==> src/prc_pkg.sv <==
/*
  periodic realtime counter package: register map, field layout, reset
  values, prescaler divide table and the bus request carrier.
  assumes a 32-bit apb master and a single 200 MHz clock domain.

  // How it works
  // - 8-bit counter, modulo compare, selector, prescaler
  // - reset stops, zeroes counter and modulo, prescaler off
  // - low power oscillator is the default source
  // - prescale select zero stops; nonzero starts it
  // - source select 00 low power, 01 ext, 1x int
  // - changed source select clears prescaler and counter
  // - changed prescale select clears prescaler and counter
  // - ratio from prescale select and source bit 0
  // - fixed binary and decimal divide ratio table
  // - modulo accepts any value 00 to FF
  // - count per prescaler period, wrap after match
  // - flag sets on modulo to zero transition
  // - modulo zero flags every prescaler output edge
  // - any modulo write clears prescaler and counter
  // - irq while flag set and enable set
  // - writing one to flag clears it
  // - write zero ignored, reset clears, counter read-only
*/
package prc_pkg;

  // ==========================================================
  // register map (byte addresses, one aligned word each)
  localparam logic [7:0] PRC_ADDR_STATUS_CONTROL = 8'h00;
  localparam logic [7:0] PRC_ADDR_COUNT          = 8'h04;
  localparam logic [7:0] PRC_ADDR_MODULO         = 8'h08;

  // ==========================================================
  // status_control_reg field positions
  localparam int PRC_FLAG_BIT   = 7;  // period_flag, write one to clear
  localparam int PRC_CLKS_LSB   = 5;  // clock_source_select [6:5]
  localparam int PRC_IRQEN_BIT  = 4;  // period_irq_enable
  localparam int PRC_PS_LSB     = 0;  // prescale_select [3:0]

  // ==========================================================
  // reset values
  localparam logic [1:0] PRC_CLKS_RESET  = 2'h0;  // low power oscillator
  localparam logic [3:0] PRC_PS_RESET    = 4'h0;  // prescaler off
  localparam logic [7:0] PRC_COUNT_RESET = 8'h00;
  localparam logic [7:0] PRC_MOD_RESET   = 8'h00;

  // ==========================================================
  // prescaler width and divide table, index {clks[0], prescale_select}
  localparam int PRC_PS_W = 18;  // holds 200000
  localparam logic [PRC_PS_W-1:0] PRC_DIV_TABLE [0:31] = '{
    18'h00001, 18'h00008, 18'h00020, 18'h00040,
    18'h00080, 18'h00100, 18'h00200, 18'h00400,
    18'h00001, 18'h00002, 18'h00004, 18'h0000A,
    18'h00010, 18'h00064, 18'h001F4, 18'h003E8,
    18'h00001, 18'h00400, 18'h00800, 18'h01000,
    18'h02000, 18'h04000, 18'h08000, 18'h10000,
    18'h003E8, 18'h007D0, 18'h01388, 18'h02710,
    18'h04E20, 18'h0C350, 18'h186A0, 18'h30D40
  };

  // ==========================================================
  // apb request carrier, signal names as published
  typedef struct packed {
    logic        psel;
    logic        penable;
    logic        pwrite;
    logic [7:0]  paddr;
    logic [31:0] pwdata;
  } prc_apb_req_t;

endpackage
==> src/prc_counter.sv <==
/*
  periodic realtime counter: apb slave with the status/control, count and
  modulo registers, source edge detect, prescaler, 8-bit modulo counter and
  a level interrupt.
  assumes the three source clocks arrive as plain inputs synchronous to
  i_clk and much slower than it, and a single apb master.
*/
`timescale 1ns/1ps

module prc_counter (
  input  wire logic                  i_clk,
  input  wire logic                  i_reset,
  input  wire prc_pkg::prc_apb_req_t i_apb,
  input  wire logic                  i_low_power_osc_clock,
  input  wire logic                  i_external_ref_clock,
  input  wire logic                  i_internal_ref_clock,
  output logic                       o_pready,
  output logic [31:0]                o_prdata,
  output logic                       o_pslverr,
  output logic                       o_irq
);

  // ==========================================================
  // register state
  logic [1:0]                  clock_source_select;  // source choice
  logic [3:0]                  prescale_select;      // divide choice
  logic                        period_irq_enable;    // irq mask
  logic                        period_flag;          // sticky wrap event
  logic [7:0]                  modulo_value;         // compare value
  logic [7:0]                  count_value;          // live count
  logic [prc_pkg::PRC_PS_W-1:0] presc_count;         // prescaler state
  logic [2:0]                  src_prev;             // last source levels

  // ==========================================================
  // bus decode
  logic acc;         // access phase, answer given this cycle
  logic wr;          // write taking effect this edge
  logic wr_status;   // write to status_control_reg
  logic wr_modulo;   // write to modulo register
  logic hit;         // address maps to a register
  logic [7:0] wdat;  // low byte of write data

  // the answer comes one cycle into the access phase; that edge is
  // the one at which writes land
  assign acc       = i_apb.psel & i_apb.penable & o_pready;
  assign wr        = acc & i_apb.pwrite;
  assign wdat      = i_apb.pwdata[7:0];
  assign wr_status = wr & (i_apb.paddr == prc_pkg::PRC_ADDR_STATUS_CONTROL);
  assign wr_modulo = wr & (i_apb.paddr == prc_pkg::PRC_ADDR_MODULO);
  assign hit = (i_apb.paddr == prc_pkg::PRC_ADDR_STATUS_CONTROL) |
               (i_apb.paddr == prc_pkg::PRC_ADDR_COUNT) |
               (i_apb.paddr == prc_pkg::PRC_ADDR_MODULO);

  // ==========================================================
  // write side effects
  logic [1:0] wr_clks;     // source select field of written byte
  logic [3:0] wr_ps;       // prescale select field of written byte
  logic       restart;     // clear prescaler and counter this edge

  assign wr_clks = wdat[prc_pkg::PRC_CLKS_LSB +: 2];
  assign wr_ps   = wdat[prc_pkg::PRC_PS_LSB +: 4];

  // only a changed select restarts, any modulo write does; rewriting the same select keeps phase
  assign restart =
    (wr_status & (wr_clks != clock_source_select)) |
    (wr_status & (wr_ps != prescale_select)) |
    wr_modulo;

  // ==========================================================
  // source selection and edge detect
  logic [2:0] src_now;   // {internal, external, low power}
  logic       src_tick;  // rising edge of the selected source

  assign src_now = {i_internal_ref_clock, i_external_ref_clock,
                    i_low_power_osc_clock};

  // sample all three so a switch never sees a stale previous level
  always_ff @(posedge i_clk) begin
    if (i_reset) begin
      src_prev <= 3'h0;
    end else begin
      src_prev <= src_now;
    end
  end

  always_comb begin
    case (clock_source_select)
      2'h0:    src_tick = src_now[0] & ~src_prev[0];
      2'h1:    src_tick = src_now[1] & ~src_prev[1];
      default: src_tick = src_now[2] & ~src_prev[2];
    endcase
  end

  // ==========================================================
  // prescaler
  logic [prc_pkg::PRC_PS_W-1:0] divisor;     // selected ratio
  logic [prc_pkg::PRC_PS_W-1:0] div_last;    // terminal prescaler value
  logic                         presc_tick;  // one prescaler output edge
  logic                         presc_on;    // prescaler running

  assign divisor  = prc_pkg::PRC_DIV_TABLE[{clock_source_select[0],
                                            prescale_select}];
  assign div_last = divisor - 18'h00001;
  assign presc_on = (prescale_select != 4'h0);
  assign presc_tick = presc_on & src_tick & (presc_count == div_last)
                      & ~restart;

  // counts source edges, wraps at the ratio; off holds it at zero
  always_ff @(posedge i_clk) begin
    if (i_reset) begin
      presc_count <= '0;
    end else if (restart || !presc_on) begin
      presc_count <= '0;
    end else if (src_tick) begin
      if (presc_count == div_last) begin
        presc_count <= '0;
      end else begin
        presc_count <= presc_count + 18'h00001;
      end
    end
  end

  // ==========================================================
  // main counter
  logic wrap;  // counter leaves the modulo value this edge

  // with modulo zero every prescaler edge is a wrap
  assign wrap = presc_tick & (count_value == modulo_value);

  // the count register is never written by the bus
  always_ff @(posedge i_clk) begin
    if (i_reset) begin
      count_value <= prc_pkg::PRC_COUNT_RESET;
    end else if (restart) begin
      count_value <= 8'h00;
    end else if (wrap) begin
      count_value <= 8'h00;
    end else if (presc_tick) begin
      count_value <= count_value + 8'h01;
    end
  end

  // ==========================================================
  // control fields of status_control_reg
  always_ff @(posedge i_clk) begin
    if (i_reset) begin
      clock_source_select <= prc_pkg::PRC_CLKS_RESET;
      prescale_select     <= prc_pkg::PRC_PS_RESET;
      period_irq_enable   <= 1'b0;
    end else if (wr_status) begin
      clock_source_select <= wr_clks;
      prescale_select     <= wr_ps;
      period_irq_enable   <= wdat[prc_pkg::PRC_IRQEN_BIT];
    end
  end

  // modulo register, full byte range accepted
  always_ff @(posedge i_clk) begin
    if (i_reset) begin
      modulo_value <= prc_pkg::PRC_MOD_RESET;
    end else if (wr_modulo) begin
      modulo_value <= wdat;
    end
  end

  // ==========================================================
  // sticky flag; a wrap beats a clear in the same cycle
  logic flag_clr;  // write one to the flag bit

  assign flag_clr = wr_status & wdat[prc_pkg::PRC_FLAG_BIT];

  always_ff @(posedge i_clk) begin
    if (i_reset) begin
      period_flag <= 1'b0;
    end else if (wrap) begin
      period_flag <= 1'b1;
    end else if (flag_clr) begin
      period_flag <= 1'b0;
    end
  end

  // level interrupt, one cycle behind the flag
  always_ff @(posedge i_clk) begin
    if (i_reset) begin
      o_irq <= 1'b0;
    end else begin
      o_irq <= period_flag & period_irq_enable;
    end
  end

  // ==========================================================
  // apb answer: pready one cycle into access, data and error with it
  logic [7:0] next_rdata;  // read value of addressed register
  logic [7:0] status_rd;   // status_control_reg as read

  assign status_rd = {period_flag, clock_source_select,
                      period_irq_enable, prescale_select};

  always_comb begin
    case (i_apb.paddr)
      prc_pkg::PRC_ADDR_STATUS_CONTROL: next_rdata = status_rd;
      prc_pkg::PRC_ADDR_COUNT:          next_rdata = count_value;
      prc_pkg::PRC_ADDR_MODULO:         next_rdata = modulo_value;
      default:                          next_rdata = 8'h00;
    endcase
  end

  // unmapped addresses answer with pslverr and zero data
  always_ff @(posedge i_clk) begin
    if (i_reset) begin
      o_pready  <= 1'b0;
      o_prdata  <= 32'h00000000;
      o_pslverr <= 1'b0;
    end else if (i_apb.psel && i_apb.penable && !o_pready) begin
      o_pready  <= 1'b1;
      o_prdata  <= {24'h000000, next_rdata};
      o_pslverr <= ~hit;
    end else begin
      o_pready  <= 1'b0;
      o_pslverr <= 1'b0;
    end
  end

  // ==========================================================
  // checker model of the prescaler: a second count of source edges
  // since the last output edge, kept apart from the prescaler so that
  // the ratio check does not lean on the prescaler's own compare
  logic [prc_pkg::PRC_PS_W-1:0] edges_seen;  // source edges this period

  always_ff @(posedge i_clk) begin
    if (i_reset || restart || !presc_on) begin
      edges_seen <= '0;
    end else if (presc_tick) begin
      edges_seen <= '0;
    end else if (src_tick) begin
      edges_seen <= edges_seen + 18'h00001;
    end
  end
endmodule

==> config.mk <==
export PLATFORM = sky130hd
export DESIGN_NAME = prc_counter
export DESIGN_NICKNAME = d
export VERILOG_FILES = /design/src/prc_pkg.sv /design/src/prc_counter.sv
export SDC_FILE = /design/constraint.sdc
export NUM_CORES = 1
export LEC_CHECK = 0
export BUFFER_PORTS_ARGS = -buffer_cell sky130_fd_sc_hd__buf_4
export CORE_MARGIN = 2
export CORE_UTILIZATION = 57
export CTS_CLUSTER_DIAMETER = 100
export DETAILED_ROUTE_END_ITERATION = 10
export PLACE_DENSITY = 0.85
export RECOVER_POWER = 25
export SYNTH_ARGS = -nofsm -noshare
export SYNTH_HDL_FRONTEND = slang
export SYNTH_SLANG_ARGS = --single-unit
==> constraint.sdc <==
create_clock -name i_clk -period 3.6 [get_ports i_clk]
set_input_delay 0.36 -clock i_clk [delete_from_list [all_inputs] [get_ports i_clk]]
set_output_delay 0.36 -clock i_clk [all_outputs]
set_load 0.05 [all_outputs]
==> metrics.md <==
| Metric | Value |
|---|---|
| Clock skew after layout | 0.00912 ns |
| Hold Startpoint | i_low_power_osc_clock |
| Vias/cell | 6.15 |
| Multi-input gate area | 2960 um^2 |
| H-Tree Depth | 2 |
| FILL cells | 662 |
| FP Rows | 32 |
| Pre-CTS WS | 0.150 ns |
| Setup TNS | 0 ns |
| Power, Total | 1.10 mW |
| HPWL after DPL | 8230 um |
| Fin crit share | 0.935 |
| Nets@finish | 636 |
| CTS buffer count | 5 |
| Combinational share of power | 0.107 |
| Initial drt markers | 237 |
| Clock Power Share | 0.324 |
| Initial antenna violation count | 0 |
| DRC viols | 0 |
| PwrDens | 231 nW/um^2 |
| Critical path arrival | 3.55 ns |
| Area delta synth->final | 7.04% |
| Core Box Area | 7610 um^2 |
| Crit. Startpoint | prescale_select[0] |
| # IOs | 83 |
| R2r startpoint | prescale_select[0] |
| Vias | 4200 |
| Gate Count Post-Synth | 557 |
| Full die area | 8490 um^2 |
| Worst Hold Class | in2reg |
| Sequential share of power | 0.569 |
| DP Area | 4610 um^2 |
| Max Clk Rate | 0.297 GHz |
| Synthesized flop and latch total | 56 |
| Non-filler cells, final | 683 |
| Synthesized area | 4430 um^2 |
| Hold Buf Count CTS | 0 |
| Clock Sinks | 56 |
| First-pass GRT wire length | 18300 um |
| CTS tree | built |
| Gr ovfl total | 0 |
| Setup CP Type | reg2reg |
| Netlist cell types | 68 |
| Initial core utilization | 0.582 |
| Vias in the first global route | 3985 |
| Gr usage total | 0.262 |
| Leak | 1.81 nW |
| Final Hold Fails | 0 |
| Worst rel slew slack | 0.0876 |
| Max Cap Viol | 0 |
| Drt pass-1 iters | 5 |
| Post-Syn Area per Cell | 7.95 um^2 |
| Setup crit end kind | flop |
| Setup violators final | 0 |
| GP Congestion | 0.986 |
| Fin worst setup slack | 0.233 ns |
| Slew @ Worst Pin | 1.37 ns |
| Main synth FF type | dfxtp_1 |
| Minimum clock period | 3.37 ns |
| Die span in y | 92.1 um |
| Asr flop ratio synth | 0 |
| Seq/Total Area, Yosys | 0.253 |
| Routed Antenna Nets | 0 |
| Post-layout util | 0.623 |
| Clock root buffer | clkbuf_8 |
| Pint | 0.788 mW |
| Total Wirelength | 11100 um |
| Die width | 92.1 um |
| Final max-slew violation count | 0 |
| Ant. Diodes | 0 |
| WL/cell | 16.3 um |
| Number of synthesized flops with an enable pin | 0 |
| Worst hold slack | 0.270 ns |
| Clk_lat worst skew | 0.31 ns |
| Register area | 1120 um^2 |
| Crit path required time | 3.78 ns |
| Worst VDD drop | 0.295 mV |
| Switching Fraction | 0.280 |
| Share of layout cells above drive strength 1 | 0.127 |
| Largest net degree at the start of global routing | 33 |
| Run status | completed |
| Fin area | 4740 um^2 |
| Placed Cells | 671 |
| Sw power | 0.307 mW |
| CTS Buffer Depth | 2 |
| Max Fanout on Critical Path | 16 |
| Crit path launch type | flop |
| # port buffers | 34 |
| Synth warnings | 0 |
| Worst-path clk slew | 0.10 ns |
-- flip-flops by register name (all words and copies together), names as in the netlist --
signal and count:
presc_count 18, count_value 8, modulo_value 8, o_prdata 8, prescale_select 4, src_prev 3, clock_source_select 2, o_irq 1
o_pready 1, o_pslverr 1, period_flag 1, period_irq_enable 1
-- path summary, 6_finish.rpt --
kind / to / slack [ns] / cells past startpoint
worst max-delay path: presc_count[3] / 0.23 / 12
worst min-delay path: src_prev[0] / 0.27 / 2
worst max register to register: presc_count[3] / 0.23 / 12
worst min register to register: o_irq / 0.47 / 2
-- power by group through the flow --
stage,clock (mW),combinational (mW),sequential (mW)
floorplan,0,0.106,0.640
global placement,0,0.116,0.637
detailed placement,0,0.117,0.637
CTS,0.363,0.117,0.623
global route,0.386,0.125,0.623
finish,0.355,0.118,0.623
-- cell usage in the layout (no fill, tap or decap), types with 11 or more instances in the layout --
| cell type | count |
|---|---|
| nor3_1 | 29 |
| xor2_1 | 22 |
| nand2_1 | 45 |
| o21ai_0 | 16 |
| inv_1 | 20 |
| mux2i_1 | 29 |
| conb_1 | 24 |
| buf_4 | 39 |
| nor2b_1 | 14 |
| dfxtp_1 | 54 |
| xnor2_1 | 27 |
| clkbuf_1 | 11 |
| nand4_1 | 21 |
| a21oi_1 | 24 |
| a22oi_1 | 12 |
| nor2_1 | 51 |
-- area by class of cell --
type                    instances  area share
multi-input cells             445       0.624
flip-flops and latches         56       0.237
repair buffers                 52      0.0771
well taps                     102      0.0269
inverters                      20      0.0158
clock buffers                   5      0.0145
clock inverters                 3     0.00475
-- kinds of logic after synthesis --
group,synth area share
simple gates,0.275
compound gates,0.171
buf+inv,0.105
flops,0.253
xor+xnor,0.107
mux,0.0656
fa+ha+maj,0.0226
other cells,0.000847
-- cells in the mapped netlist, types with 2 or more instances --
cell	count	area (um^2)
ha_1	8	100
a31o_2	5	43.8
nand3b_1	4	30.0
a22oi_1	12	90.1
or3_1	6	37.5
inv_1	20	75.1
a21o_1	3	22.5
buf_2	5	25.0
xnor3_1	2	45.0
buf_4	28	210
o211ai_1	3	22.5
nand4_1	21	131
clkbuf_1	15	56.3
or2_2	4	25.0
a21oi_1	24	120
a311o_1	2	20.0
o21ai_0	16	80.1
mux2i_1	29	290
and4_1	4	35.0
and2_1	4	25.0
a31oi_1	2	12.5
a211oi_2	2	25.0
o21a_1	5	37.5
dfxtp_1	56	1120
nor4_1	6	37.5
xnor2_1	27	236
nand2b_1	10	62.6
nor3_1	30	150
nor4bb_1	2	20.0
nand3_1	10	50.1
xor2_1	22	193
nand2_1	45	169
a41o_1	7	70.1
o22ai_1	4	25.0
buf_1	4	15.0
o31a_1	2	17.5
and3_1	5	31.3
buf_6	6	67.6
nor2_1	51	191
nor2b_1	14	87.6
nor3b_1	5	37.5
-- timing repair --
item                                    4_1_cts  5_1_grt
endpoints found under the hold margin         0        0
resized for setup                             0        9
endpoints found under the setup margin        0       26
buffers inserted                              0        4
-- per-layer routing --
metal / GRT usage / share of wire / up-vias
met3: 0.0362 / 0.061 / 30
li1: - / - / 1990
met2: 0.458 / 0.50 / 162
met1: 0.326 / 0.41 / 2018
met4: 0.101 / 0.028 / 0
met5: 0 / 0 / -
-- worst max-delay path: stages (launching register included) --
cell      delay [ns]
dfxtp_1         0.39
inv_1           0.12
ha_1            0.26
nand2b_1        0.14
nor2_1          0.08
or4_4           0.55
or3_4           0.43
nor4_1          0.29
o221ai_1        0.18
nor4_2          0.29
and4_1          0.23
buf_4           0.21
nor3_1          0.07
Power figures use the tool's default switching activity.
